<file path="src/core/ecg_cfg_pkg.sv">
// package for the ecg channel configuration block: register map, fields,
// reset values, code tables and the carrier struct of the channel settings.
// assumes a 32-bit apb bus with one aligned word per register.
package ecg_cfg_pkg;

  // register indices; the byte address is four times the index
  localparam logic [7:0] CFG_INDEX = 8'h15;
  localparam logic [7:0] RESYNC_INDEX = 8'h3a;
  localparam logic [7:0] STATUS_INDEX = 8'h3b;
  localparam int ADDR_W = 8;
  localparam logic [ADDR_W-1:0] CFG_ADDR = ADDR_W'({CFG_INDEX, 2'b00});
  localparam logic [ADDR_W-1:0] RESYNC_ADDR = ADDR_W'({RESYNC_INDEX, 2'b00});
  localparam logic [ADDR_W-1:0] STATUS_ADDR = ADDR_W'({STATUS_INDEX, 2'b00});

  // configuration word fields
  localparam int CFG_W = 24;
  localparam int RATE_LSB = 22;
  localparam int GAIN_LSB = 16;
  localparam int HPF_BIT = 14;
  localparam int LPF_LSB = 12;
  localparam logic [CFG_W-1:0] CFG_WMASK = 24'hc37000;

  // reset values
  localparam logic [1:0] RATE_RST = 2'h2;
  localparam logic [1:0] GAIN_RST = 2'h0;
  localparam logic HPF_RST = 1'h1;
  localparam logic [1:0] LPF_RST = 2'h1;

  // resync register and status register fields
  localparam int RESYNC_BIT = 0;
  localparam int ST_PENDING_BIT = 0;
  localparam int ST_RATE_RSVD_BIT = 1;
  localparam int ST_LPF_REMAP_BIT = 2;
  localparam int ST_MCLK_LSB = 4;

  // master clock select codes
  localparam logic [1:0] MCLK_32768 = 2'h0;
  localparam logic [1:0] MCLK_32000 = 2'h1;
  localparam logic [1:0] MCLK_32000_FIX = 2'h2;
  localparam logic [1:0] MCLK_31968_FIX = 2'h3;

  // sample rate codes
  localparam logic [1:0] RATE_FAST = 2'h0;
  localparam logic [1:0] RATE_MID = 2'h1;
  localparam logic [1:0] RATE_SLOW = 2'h2;

  // low-pass codes
  localparam logic [1:0] LPF_BYPASS = 2'h0;
  localparam logic [1:0] LPF_40 = 2'h1;
  localparam logic [1:0] LPF_100 = 2'h2;
  localparam logic [1:0] LPF_150 = 2'h3;

  // sample rates in tenths of samples per second
  localparam logic [15:0] SPS_512 = 16'h1400;
  localparam logic [15:0] SPS_256 = 16'h0a00;
  localparam logic [15:0] SPS_128 = 16'h0500;
  localparam logic [15:0] SPS_500 = 16'h1388;
  localparam logic [15:0] SPS_250 = 16'h09c4;
  localparam logic [15:0] SPS_125 = 16'h04e2;
  localparam logic [15:0] SPS_200 = 16'h07d0;
  localparam logic [15:0] SPS_199_8 = 16'h07ce;

  // low-pass cutoffs in hundredths of hertz
  localparam logic [15:0] HZ_40_96 = 16'h1000;
  localparam logic [15:0] HZ_102_4 = 16'h2800;
  localparam logic [15:0] HZ_153_6 = 16'h3c00;
  localparam logic [15:0] HZ_28_35 = 16'h0b13;
  localparam logic [15:0] HZ_40_00 = 16'h0fa0;
  localparam logic [15:0] HZ_100_0 = 16'h2710;
  localparam logic [15:0] HZ_150_0 = 16'h3a98;
  localparam logic [15:0] HZ_27_68 = 16'h0ad0;
  localparam logic [15:0] HZ_39_96 = 16'h0f9c;

  // high-pass cutoff in hundredths of hertz, zero when bypassed
  localparam logic [15:0] HPF_CUT_0_50 = 16'h0032;
  // channel gains in volts per volt
  localparam logic [7:0] GAIN_20 = 8'h14;
  localparam logic [7:0] GAIN_40 = 8'h28;
  localparam logic [7:0] GAIN_80 = 8'h50;
  localparam logic [7:0] GAIN_160 = 8'ha0;

  typedef struct packed {
    logic [1:0] rate;
    logic [1:0] gain;
    logic hpf;
    logic [1:0] lpf;
  } cfg_t;

  typedef struct packed {
    logic [15:0] rateDeciSps;
    logic [15:0] lpfCentiHz;
    logic [15:0] hpfCentiHz;
    logic [7:0] gainVv;
  } chan_values_t;

endpackage : ecg_cfg_pkg

</file>
<file path="src/core/ecg_channel_config.sv">
// ecg channel configuration register bank behind an apb slave, with resync
// command and status registers; drives the applied channel settings.
// assumes master clock select comes from a register on mclk.
`timescale 1ns/1ps
`default_nettype none
// Behaviour
// config changes break record continuity; a resync command restores synchronization
// rate field resets 10; at 32768 Hz codes give 512, 256, 128 sps
// at 32000 Hz codes give 500, 250, 125 sps; code 11 reserved
// clock select 10 or 11 allows only rate code 10: 200 or 199.8 sps
// gain field resets 00; codes select 20, 40, 80, 160 V/V
// high-pass bit resets 1; 0 bypasses, 1 gives 0.50 Hz cutoff
// low-pass field resets 01; 00 decimation only, others about 40/100/150 Hz
// 100 Hz only at 512/256/500/250 sps; 150 Hz only at 512/500 sps
// an unsupported low-pass code is applied internally as code 01
// stored bits are kept, readback shows the effective low-pass code
// at 128 and 125 sps all filter codes give 28.35 or 27.68 Hz
// at 200 and 199.8 sps all filter codes give 40.00 or 39.96 Hz
// new settings reach the channel only after a complete accepted write
module ecg_channel_config #(
  parameter int ADDR_W = ecg_cfg_pkg::ADDR_W
) (
  // clock and reset
  input wire logic mclk,
  input wire logic rst,
  // apb slave
  input wire logic psel,
  input wire logic penable,
  input wire logic pwrite,
  input wire logic [ADDR_W-1:0] paddr,
  input wire logic [31:0] pwdata,
  input wire logic [3:0] pstrb,
  output logic pready,
  output logic [31:0] prdata,
  output logic pslverr,
  // clock family from the general configuration
  input wire logic [1:0] masterClockSel,
  // applied channel settings
  output ecg_cfg_pkg::cfg_t appliedCfg,
  output ecg_cfg_pkg::chan_values_t appliedValues,
  output logic appliedRateReserved,
  output logic appliedLpfRemapped,
  // resync request and pending flag
  output logic resyncPulse,
  output logic changePending
);

  logic pready_q;
  logic [31:0] prdata_q;
  logic [31:0] prdata_d;
  logic pslverr_q;
  logic pslverr_d;
  logic [ecg_cfg_pkg::CFG_W-1:0] cfgWord_q;
  logic [ecg_cfg_pkg::CFG_W-1:0] cfgWord_d;
  logic [ecg_cfg_pkg::CFG_W-1:0] byteMask;
  ecg_cfg_pkg::cfg_t storedCfg;
  ecg_cfg_pkg::cfg_t effCfg;
  ecg_cfg_pkg::cfg_t appliedCfg_q;
  ecg_cfg_pkg::chan_values_t values_d;
  ecg_cfg_pkg::chan_values_t appliedValues_q;
  logic effRateReserved;
  logic effLpfRemapped;
  logic appliedRateReserved_q;
  logic appliedLpfRemapped_q;
  logic [15:0] effRateDeciSps;
  logic [15:0] effLpfCentiHz;
  logic [1:0] mclkSel_q;
  logic resyncPulse_q;
  logic changePending_q;
  logic [ecg_cfg_pkg::CFG_W-1:0] readbackWord;
  logic [31:0] statusWord;
  logic accessCycle;
  logic accept;
  logic hitCfg;
  logic hitResync;
  logic hitStatus;
  logic resyncWrite;
  logic cfgChange;

  // one wait state: pready rises on the second access cycle
  assign accessCycle = psel && penable;
  assign accept = accessCycle && pready_q;
  assign hitCfg = (paddr == ecg_cfg_pkg::CFG_ADDR);
  assign hitResync = (paddr == ecg_cfg_pkg::RESYNC_ADDR);
  assign hitStatus = (paddr == ecg_cfg_pkg::STATUS_ADDR);

  always_ff @(posedge mclk) begin
    if (rst) begin
      pready_q <= 1'b0;
    end else begin
      pready_q <= accessCycle && !pready_q;
    end
  end

  // byte enables for the three low lanes that hold the configuration word
  for (genvar b = 0; b < ecg_cfg_pkg::CFG_W / 8; b++) begin : g_lane
    assign byteMask[b*8 +: 8] = {8{pstrb[b]}};
  end

  always_comb begin
    cfgWord_d = cfgWord_q;
    if (accept && pwrite && hitCfg) begin
      cfgWord_d = (cfgWord_q & ~byteMask) |
                  (pwdata[ecg_cfg_pkg::CFG_W-1:0] & byteMask & ecg_cfg_pkg::CFG_WMASK);
    end
  end

  // stored word keeps the field bits exactly as written; bits outside the fields stay zero
  always_ff @(posedge mclk) begin
    if (rst) begin
      cfgWord_q <= '0;
      cfgWord_q[ecg_cfg_pkg::RATE_LSB +: 2] <= ecg_cfg_pkg::RATE_RST;
      cfgWord_q[ecg_cfg_pkg::GAIN_LSB +: 2] <= ecg_cfg_pkg::GAIN_RST;
      cfgWord_q[ecg_cfg_pkg::HPF_BIT] <= ecg_cfg_pkg::HPF_RST;
      cfgWord_q[ecg_cfg_pkg::LPF_LSB +: 2] <= ecg_cfg_pkg::LPF_RST;
    end else begin
      cfgWord_q <= cfgWord_d;
    end
  end

  assign storedCfg.rate = cfgWord_q[ecg_cfg_pkg::RATE_LSB +: 2];
  assign storedCfg.gain = cfgWord_q[ecg_cfg_pkg::GAIN_LSB +: 2];
  assign storedCfg.hpf = cfgWord_q[ecg_cfg_pkg::HPF_BIT];
  assign storedCfg.lpf = cfgWord_q[ecg_cfg_pkg::LPF_LSB +: 2];

  lowpass_remap u_remap (
    .masterClockSel(masterClockSel),
    .stored(storedCfg),
    .effective(effCfg),
    .rateReserved(effRateReserved),
    .lpfRemapped(effLpfRemapped),
    .rateDeciSps(effRateDeciSps),
    .lpfCentiHz(effLpfCentiHz)
  );

  // decoded values handed to the channel
  always_comb begin
    values_d.rateDeciSps = effRateDeciSps;
    values_d.lpfCentiHz = effLpfCentiHz;
    values_d.hpfCentiHz = effCfg.hpf ? ecg_cfg_pkg::HPF_CUT_0_50 : 16'h0000;
    unique case (effCfg.gain)
      2'h0: values_d.gainVv = ecg_cfg_pkg::GAIN_20;
      2'h1: values_d.gainVv = ecg_cfg_pkg::GAIN_40;
      2'h2: values_d.gainVv = ecg_cfg_pkg::GAIN_80;
      2'h3: values_d.gainVv = ecg_cfg_pkg::GAIN_160;
    endcase
  end

  // applied settings follow the stored word one edge after the accept
  always_ff @(posedge mclk) begin
    if (rst) begin
      appliedCfg_q <= '{rate: ecg_cfg_pkg::RATE_RST, gain: ecg_cfg_pkg::GAIN_RST,
                        hpf: ecg_cfg_pkg::HPF_RST, lpf: ecg_cfg_pkg::LPF_RST};
      appliedValues_q <= '0;
      appliedRateReserved_q <= 1'b0;
      appliedLpfRemapped_q <= 1'b0;
      mclkSel_q <= ecg_cfg_pkg::MCLK_32768;
    end else begin
      appliedCfg_q <= effCfg;
      appliedValues_q <= values_d;
      appliedRateReserved_q <= effRateReserved;
      appliedLpfRemapped_q <= effLpfRemapped;
      mclkSel_q <= masterClockSel;
    end
  end

  // a change of the applied setting, by write or by clock family
  assign cfgChange = (effCfg != appliedCfg_q) || (masterClockSel != mclkSel_q);
  assign resyncWrite = accept && pwrite && hitResync && pstrb[0] &&
                       pwdata[ecg_cfg_pkg::RESYNC_BIT];

  always_ff @(posedge mclk) begin
    if (rst) begin
      resyncPulse_q <= 1'b0;
    end else begin
      resyncPulse_q <= resyncWrite;
    end
  end

  // set wins over the clear by a resync command
  always_ff @(posedge mclk) begin
    if (rst) begin
      changePending_q <= 1'b0;
    end else if (cfgChange) begin
      changePending_q <= 1'b1;
    end else if (resyncWrite) begin
      changePending_q <= 1'b0;
    end
  end

  // readback shows the effective low-pass code, not the stored one
  always_comb begin
    readbackWord = cfgWord_q;
    readbackWord[ecg_cfg_pkg::LPF_LSB +: 2] = effCfg.lpf;
  end

  always_comb begin
    statusWord = '0;
    statusWord[ecg_cfg_pkg::ST_PENDING_BIT] = changePending_q;
    statusWord[ecg_cfg_pkg::ST_RATE_RSVD_BIT] = effRateReserved;
    statusWord[ecg_cfg_pkg::ST_LPF_REMAP_BIT] = effLpfRemapped;
    statusWord[ecg_cfg_pkg::ST_MCLK_LSB +: 2] = masterClockSel;
  end

  // read data and error, presented with pready
  always_comb begin
    prdata_d = '0;
    pslverr_d = 1'b0;
    if (accessCycle && !pready_q) begin
      if (hitCfg) begin
        if (!pwrite) begin
          prdata_d = {{(32 - ecg_cfg_pkg::CFG_W){1'b0}}, readbackWord};
        end
      end else if (hitResync) begin
        prdata_d = '0;
      end else if (hitStatus) begin
        if (pwrite) begin
          pslverr_d = 1'b1;
        end else begin
          prdata_d = statusWord;
        end
      end else begin
        pslverr_d = 1'b1;
      end
    end
  end

  always_ff @(posedge mclk) begin
    if (rst) begin
      prdata_q <= '0;
      pslverr_q <= 1'b0;
    end else begin
      prdata_q <= prdata_d;
      pslverr_q <= pslverr_d;
    end
  end

  assign pready = pready_q;
  assign prdata = prdata_q;
  assign pslverr = pslverr_q;
  assign appliedCfg = appliedCfg_q;
  assign appliedValues = appliedValues_q;
  assign appliedRateReserved = appliedRateReserved_q;
  assign appliedLpfRemapped = appliedLpfRemapped_q;
  assign resyncPulse = resyncPulse_q;
  assign changePending = changePending_q;

endmodule : ecg_channel_config
`default_nettype wire

</file>
<file path="src/core/lowpass_remap.sv">
// effective channel setting from the stored word and the master clock select.
// assumes both inputs come from registers on the same clock.
`timescale 1ns/1ps
`default_nettype none
module lowpass_remap (
  // stored settings and clock family
  input wire logic [1:0] masterClockSel,
  input wire ecg_cfg_pkg::cfg_t stored,
  // effective settings
  output ecg_cfg_pkg::cfg_t effective,
  output logic rateReserved,
  output logic lpfRemapped,
  output logic [15:0] rateDeciSps,
  output logic [15:0] lpfCentiHz
);

  typedef enum {CL_FAST, CL_MID, CL_SLOW, CL_FIXED, CL_NONE} rate_class_t;
  rate_class_t rateClass;
  logic lpfOk;

  always_comb begin
    rateClass = CL_NONE;
    rateDeciSps = '0;
    unique case (masterClockSel)
      ecg_cfg_pkg::MCLK_32768: begin
        unique case (stored.rate)
          ecg_cfg_pkg::RATE_FAST: begin
            rateClass = CL_FAST;
            rateDeciSps = ecg_cfg_pkg::SPS_512;
          end
          ecg_cfg_pkg::RATE_MID: begin
            rateClass = CL_MID;
            rateDeciSps = ecg_cfg_pkg::SPS_256;
          end
          ecg_cfg_pkg::RATE_SLOW: begin
            rateClass = CL_SLOW;
            rateDeciSps = ecg_cfg_pkg::SPS_128;
          end
          default: rateClass = CL_NONE;
        endcase
      end
      ecg_cfg_pkg::MCLK_32000: begin
        unique case (stored.rate)
          ecg_cfg_pkg::RATE_FAST: begin
            rateClass = CL_FAST;
            rateDeciSps = ecg_cfg_pkg::SPS_500;
          end
          ecg_cfg_pkg::RATE_MID: begin
            rateClass = CL_MID;
            rateDeciSps = ecg_cfg_pkg::SPS_250;
          end
          ecg_cfg_pkg::RATE_SLOW: begin
            rateClass = CL_SLOW;
            rateDeciSps = ecg_cfg_pkg::SPS_125;
          end
          default: rateClass = CL_NONE;
        endcase
      end
      ecg_cfg_pkg::MCLK_32000_FIX: begin
        if (stored.rate == ecg_cfg_pkg::RATE_SLOW) begin
          rateClass = CL_FIXED;
          rateDeciSps = ecg_cfg_pkg::SPS_200;
        end
      end
      ecg_cfg_pkg::MCLK_31968_FIX: begin
        if (stored.rate == ecg_cfg_pkg::RATE_SLOW) begin
          rateClass = CL_FIXED;
          rateDeciSps = ecg_cfg_pkg::SPS_199_8;
        end
      end
    endcase
  end

  always_comb begin
    rateReserved = (rateClass == CL_NONE);
    unique case (stored.lpf)
      ecg_cfg_pkg::LPF_100: lpfOk = (rateClass == CL_FAST) || (rateClass == CL_MID);
      ecg_cfg_pkg::LPF_150: lpfOk = (rateClass == CL_FAST);
      default: lpfOk = 1'b1;
    endcase
    // reserved rates are left alone, no filter table applies to them
    lpfRemapped = !lpfOk && !rateReserved;
    effective = stored;
    if (lpfRemapped) begin
      effective.lpf = ecg_cfg_pkg::LPF_40;
    end
  end

  always_comb begin
    lpfCentiHz = '0;
    if (effective.lpf != ecg_cfg_pkg::LPF_BYPASS && !rateReserved) begin
      unique case (rateClass)
        CL_SLOW: begin
          lpfCentiHz = (masterClockSel == ecg_cfg_pkg::MCLK_32768) ?
            ecg_cfg_pkg::HZ_28_35 : ecg_cfg_pkg::HZ_27_68;
        end
        CL_FIXED: begin
          lpfCentiHz = (masterClockSel == ecg_cfg_pkg::MCLK_31968_FIX) ?
            ecg_cfg_pkg::HZ_39_96 : ecg_cfg_pkg::HZ_40_00;
        end
        CL_FAST, CL_MID: begin
          if (masterClockSel == ecg_cfg_pkg::MCLK_32768) begin
            unique case (effective.lpf)
              ecg_cfg_pkg::LPF_100: lpfCentiHz = ecg_cfg_pkg::HZ_102_4;
              ecg_cfg_pkg::LPF_150: lpfCentiHz = ecg_cfg_pkg::HZ_153_6;
              default: lpfCentiHz = ecg_cfg_pkg::HZ_40_96;
            endcase
          end else begin
            unique case (effective.lpf)
              ecg_cfg_pkg::LPF_100: lpfCentiHz = ecg_cfg_pkg::HZ_100_0;
              ecg_cfg_pkg::LPF_150: lpfCentiHz = ecg_cfg_pkg::HZ_150_0;
              default: lpfCentiHz = ecg_cfg_pkg::HZ_40_00;
            endcase
          end
        end
        CL_NONE: lpfCentiHz = '0;
      endcase
    end
  end

endmodule : lowpass_remap
`default_nettype wire

</file>
<file path="config.mk">
export PLATFORM = sky130hd
export DESIGN_NAME = ecg_channel_config
export DESIGN_NICKNAME = d
export VERILOG_FILES = /design/src/core/ecg_cfg_pkg.sv /design/src/core/ecg_channel_config.sv /design/src/core/lowpass_remap.sv
export SDC_FILE = /design/constraint.sdc
export NUM_CORES = 1
export LEC_CHECK = 0
export BUFFER_PORTS_ARGS = -buffer_cell sky130_fd_sc_hd__buf_2
export CAP_MARGIN = 10
export CORE_MARGIN = 10
export CORE_UTILIZATION = 40
export CTS_BUF_LIST = sky130_fd_sc_hd__clkbuf_4
export DETAILED_ROUTE_END_ITERATION = 8
export PLACE_DENSITY = 0.69
export SKIP_LAST_GASP = 1
export SLEW_MARGIN = 5
export SYNTH_ARGS = -nofsm -noshare
export SYNTH_HDL_FRONTEND = slang
export SYNTH_SLANG_ARGS = --single-unit
</file>
<file path="constraint.sdc">
create_clock -name mclk -period 2.3 [get_ports mclk]
set_input_delay 0.23 -clock mclk [delete_from_list [all_inputs] [get_ports mclk]]
set_output_delay 0.23 -clock mclk [all_outputs]
set_load 0.02 [all_outputs]
</file>
==> impl_results.html <==
<table>
<tr><th>Metric</th><th>Value</th></tr>
<tr><th colspan="2">Timing</th></tr>
<tr><td>Min Tclk post-route</td><td>2.09 ns</td></tr>
<tr><td>Final setup vio count</td><td>0</td></tr>
<tr><td>RSZ-0062 raised after global routing</td><td>false</td></tr>
<tr><td>Slew Limit Fails</td><td>0</td></tr>
<tr><td>Portion of the clock cycle consumed by the worst path in the final layout</td><td>91.0%</td></tr>
<tr><td>Slew at the pin closest to its max-slew limit</td><td>0.569 ns</td></tr>
<tr><td>FMAX</td><td>478 MHz</td></tr>
<tr><td>Endpoints failing hold</td><td>0</td></tr>
<tr><td>Setup TNS after final layout</td><td>0 ns</td></tr>
<tr><td>Final worst clock skew</td><td>0.0140 ns</td></tr>
<tr><td>Slew Limit Headroom</td><td>62.0%</td></tr>
<tr><th colspan="2">Hold path</th></tr>
<tr><td>Startpoint of the worst hold path</td><td>pwdata[16]</td></tr>
<tr><td>Tightest Hold Check Type</td><td>input port to register</td></tr>
<tr><td>Number of instances on the worst hold path</td><td>3</td></tr>
<tr><th colspan="2">Synthesis</th></tr>
<tr><td>Flip-flop and latch count after synthesis</td><td>95</td></tr>
<tr><td>Area share of fa/ha/maj cells after synthesis</td><td>1.75%</td></tr>
<tr><td>Number of cells produced by synthesis</td><td>354</td></tr>
<tr><td>Number of enable-type register cells in the synthesized netlist</td><td>0</td></tr>
<tr><td>Share of synthesized area spent on multiplexers</td><td>2.17%</td></tr>
<tr><td>Warnings, synthesis</td><td>0</td></tr>
<tr><td>Post-synthesis share of cell area spent on and, or, nand and nor gates</td><td>19.2%</td></tr>
<tr><td>Sequential fraction of the synthesis area</td><td>53.1%</td></tr>
<tr><td>Complex-gate fraction of the synthesized area</td><td>11.8%</td></tr>
<tr><td>Xor/xnor share of the synthesized area</td><td>1.96%</td></tr>
<tr><td>Average size of a mapped cell</td><td>10.1 µm²</td></tr>
<tr><td>Largest family of logic cells by synthesized area</td><td>simple AND/OR/NAND/NOR gates</td></tr>
<tr><td>Most used flip-flop cell after synthesis</td><td>sky130_fd_sc_hd__dfxtp_1</td></tr>
<tr><td>Cell Area, Synth</td><td>0.00358 mm²</td></tr>
<tr><td>Fraction of registers with async set or reset after synthesis</td><td>0%</td></tr>
<tr><td>Synth cell types</td><td>52</td></tr>
<tr><th colspan="2">Worst setup path</th></tr>
<tr><td>Arrival time worst endpoint</td><td>2.45 ns</td></tr>
<tr><td>Setup slack of the most critical reg-to-reg path</td><td>0.21 ns</td></tr>
<tr><td>CP required</td><td>2.66 ns</td></tr>
<tr><td>Family of cells with the greatest summed delay on the critical path</td><td>compound AO/OA/AOI/OAI gates</td></tr>
<tr><td>Longest individual stage delay on the worst path</td><td>0.52 ns</td></tr>
<tr><td>CP bufs+invs</td><td>1</td></tr>
<tr><td>Biggest fanout along the worst timing path</td><td>9</td></tr>
<tr><td>Reg2reg end</td><td>appliedValues[27]$_SDFF_PP0_</td></tr>
<tr><td>Category of the worst setup path capture point</td><td>register</td></tr>
<tr><td>Start-to-end type of the worst setup path</td><td>register to register</td></tr>
<tr><td>Slowest library cell on the worst path</td><td>sky130_fd_sc_hd__dfxtp_1</td></tr>
<tr><td>Cell chain of the critical path</td><td>inv_1, ha_1, mux2_2, a2111oi_4, o221ai_1, a21oi_1</td></tr>
<tr><td>Launching element type of the critical path</td><td>register</td></tr>
<tr><td>Worst-case reg-to-reg path depth</td><td>6</td></tr>
<tr><th colspan="2">Global routing</th></tr>
<tr><td>Largest net degree at the start of global routing</td><td>38</td></tr>
<tr><td>Initial antenna violation count</td><td>0</td></tr>
<tr><td>Total grt overflow</td><td>0</td></tr>
<tr><td>Total routing usage reported by global routing</td><td>12.9%</td></tr>
<tr><td>Vias in the first global route</td><td>2689</td></tr>
<tr><td>Wire length of the first global-routing pass</td><td>13500 µm</td></tr>
<tr><th colspan="2">Cells and area</th></tr>
<tr><td>Count of inserted antenna diode cells</td><td>0</td></tr>
<tr><td>Layout filler cell count</td><td>822</td></tr>
<tr><td>Footprint of the flip-flops and latches</td><td>0.00190 mm²</td></tr>
<tr><td>Final net count</td><td>509</td></tr>
<tr><td>Commonest cells after routing, fill and taps aside</td><td>97 x sky130_fd_sc_hd__buf_2, 95 x sky130_fd_sc_hd__dfxtp_1, 35 x sky130_fd_sc_hd__and2_1</td></tr>
<tr><td>Number of standard cells in the final layout excluding fillers</td><td>566</td></tr>
<tr><td>Commonest non-fill, non-tap cell in the layout</td><td>sky130_fd_sc_hd__buf_2</td></tr>
<tr><td>Combined area of the multi-input logic cells</td><td>0.00144 mm²</td></tr>
<tr><td>Area growth from synthesis to layout</td><td>18.5%</td></tr>
<tr><td>Share of final-layout standard cells stronger than drive strength 1</td><td>30.1%</td></tr>
<tr><th colspan="2">Drt</th></tr>
<tr><td>Number of design-rule violations left by the first detailed-router iteration</td><td>164</td></tr>
<tr><td>Wirelength, routed</td><td>8800 µm</td></tr>
<tr><td>DRC violation count after routing</td><td>0</td></tr>
<tr><td>Number of vias per cell after detailed routing</td><td>4.84</td></tr>
<tr><td>WL per Instance</td><td>15.6 µm</td></tr>
<tr><td>Number of iterations in the first detailed-routing pass</td><td>5</td></tr>
<tr><td>Detail Route Antenna Nets</td><td>0</td></tr>
<tr><td>Via count</td><td>2741</td></tr>
<tr><th colspan="2">Clock tree</th></tr>
<tr><td>CTS tree</td><td>done</td></tr>
<tr><td>Post-CTS setup-driven buffer insertion count</td><td>0</td></tr>
<tr><td>Sinks on the clock net</td><td>95</td></tr>
<tr><td>Number of buffers added by the clock tree synthesis step</td><td>9</td></tr>
<tr><td>H-tree levels</td><td>3</td></tr>
<tr><td>Clock-pin slew on the worst setup and hold paths</td><td>0.16 ns</td></tr>
<tr><td>Clock latency on the worst-skew pair</td><td>0.43 ns</td></tr>
<tr><td>Worst-case clock buffer depth</td><td>2</td></tr>
<tr><td>Clock root buffer</td><td>sky130_fd_sc_hd__clkbuf_4</td></tr>
<tr><th colspan="2">Floorplan</th></tr>
<tr><td>Boundary pin count</td><td>152</td></tr>
<tr><td>Die footprint</td><td>0.0131 mm²</td></tr>
<tr><td>Core ar.</td><td>0.00872 mm²</td></tr>
<tr><td>Initial standard-cell utilization of the core</td><td>41.1%</td></tr>
<tr><td>Horizontal die dimension</td><td>115 µm</td></tr>
<tr><td>Placement row count</td><td>34</td></tr>
<tr><td>Die H</td><td>115 µm</td></tr>
<tr><th colspan="2">Place</th></tr>
<tr><td>Routability-driven placement congestion ratio</td><td>0.872</td></tr>
<tr><td># placed instances</td><td>549</td></tr>
<tr><td>Quantity of I/O buffers inserted on ports</td><td>97</td></tr>
<tr><td>Final HPWL DP</td><td>6670 µm</td></tr>
<tr><th colspan="2">Job</th></tr>
<tr><td>Number of maximum-capacitance violations</td><td>0</td></tr>
<tr><th colspan="2">Status</th></tr>
<tr><td>Result of the run</td><td>complete, no violations</td></tr>
<tr><th colspan="2">Power</th></tr>
<tr><td>Peak supply drop</td><td>0.333 mV</td></tr>
<tr><td>Static Leak</td><td>2.00 nW</td></tr>
<tr><td>Power density normalized to cell area</td><td>669 mW/mm²</td></tr>
</table>
-- state kept, by name, indices dropped and copies added (netlist names), named ones only --
| name | cells |
|---|---|
| appliedRateReserved | 1 |
| appliedLpfRemapped | 1 |
| mclkSel_q | 2 |
| cfgWord_q | 17 |
| resyncPulse | 1 |
| pslverr | 1 |
| prdata | 24 |
| changePending | 1 |
| appliedCfg | 7 |
| pready | 1 |
| appliedValues | 32 |
-- where the power goes --
part / switching [mW] / total, mW / internal, mW / leakage [nW]
clock network: 0.580 / 0.928 / 0.348 / 0.0788
logic: 0.161 / 0.232 / 0.0715 / 1.15
registers: 0.00934 / 1.68 / 1.67 / 0.773
total: 0.751 / 2.84 / 2.09 / 2.00
-- tightest hold or removal path, delay by kind of cell --
kind	cells	cell delay, ns
buffers and inverters	1	0.10
AND/OR/NAND/NOR	1	0.06
AO/OA/AOI/OAI	1	0.05
-- final cells by class --
type | count | share of cell area [%]
repair buffers | 111 | 14.0
well taps | 108 | 3.18
inverters | 7 | 0.619
clock inverters | 7 | 1.89
multi-input cells | 229 | 34.0
flip-flops and latches | 95 | 44.8
clock buffers | 9 | 1.59
-- per-stage QoR --
stage               util, %  area, µm²  hold slack (ns)  setup slack [ns]  total power, mW
floorplan                 -       3690            0.333             0.269             1.91
global placement       46.7       4080            0.433             0.235             1.94
detailed placement     46.7       4080            0.432             0.143             1.94
CTS                    48.6       4230           0.0206            0.0827             2.87
global route           48.7       4250           0.0149            0.0728             2.96
finish                 48.7       4250           0.0450             0.207             2.84
-- cell usage after synthesis, types with 3 or more instances --
cell type                   instances  area share (%)
sky130_fd_sc_hd__ha_1               5             1.7
sky130_fd_sc_hd__o21ai_0            4            0.56
sky130_fd_sc_hd__xor2_1             4            0.98
sky130_fd_sc_hd__a211oi_1           4            0.84
sky130_fd_sc_hd__a22o_1             4            0.98
sky130_fd_sc_hd__nor2b_1            7             1.2
sky130_fd_sc_hd__nor3_1            11             1.5
sky130_fd_sc_hd__a21oi_1           20             2.8
sky130_fd_sc_hd__inv_1              7            0.73
sky130_fd_sc_hd__clkbuf_1          14             1.5
sky130_fd_sc_hd__dfxtp_1           95              53
sky130_fd_sc_hd__o21a_1             3            0.63
sky130_fd_sc_hd__nand2b_1           6             1.0
sky130_fd_sc_hd__a31oi_1            4            0.70
sky130_fd_sc_hd__nand2_1            9            0.94
sky130_fd_sc_hd__or2_2              4            0.70
sky130_fd_sc_hd__a2111oi_2          3             1.3
sky130_fd_sc_hd__o22ai_1            3            0.52
sky130_fd_sc_hd__nand3_1            7            0.98
sky130_fd_sc_hd__xnor2_1            4            0.98
sky130_fd_sc_hd__nand4_1            3            0.52
sky130_fd_sc_hd__nor2_1            24             2.5
sky130_fd_sc_hd__buf_4             32             6.7
sky130_fd_sc_hd__mux2i_1            4             1.1
sky130_fd_sc_hd__and2_1            35             6.1
-- per-layer routing --
metal  GRT usage, %  wire (µm)
met5              0          0
met4           4.26        119
met3           5.92        788
met2           21.0       4110
met1           14.7       3780
-- logic make-up (layout without fill, tap and decap cells) --
group	Yosys count	after routing
mux	7	7
simple gates	122	122
fa+ha+maj	5	5
other cells	1	29
flops	95	95
compound gates	58	58
buf+inv	58	134
xor+xnor	8	8
-- how the worst max path moves through the flow --
stage	start	end	slack, ns	depth (start not counted)
finish	register	appliedValues[27]$_SDFF_PP0_	0.21	6
CTS	register	appliedValues[27]$_SDFF_PP0_	0.08	6
global placement	register	appliedValues[27]$_SDFF_PP0_	0.24	6
detailed placement	register	appliedValues[27]$_SDFF_PP0_	0.14	6
floorplan	register	appliedValues[27]$_SDFF_PP0_	0.27	6
global route	register	appliedValues[27]$_SDFF_PP0_	0.07	6
-- timing repair --
item / in CTS / in global routing
gates resized for setup: 0 / 1
endpoints found under the hold margin: 1 / 0
setup endpoints to repair: 0 / 2
hold buffers: 1 / 0
No activity file was read; power rests on OpenSTA's default activity.
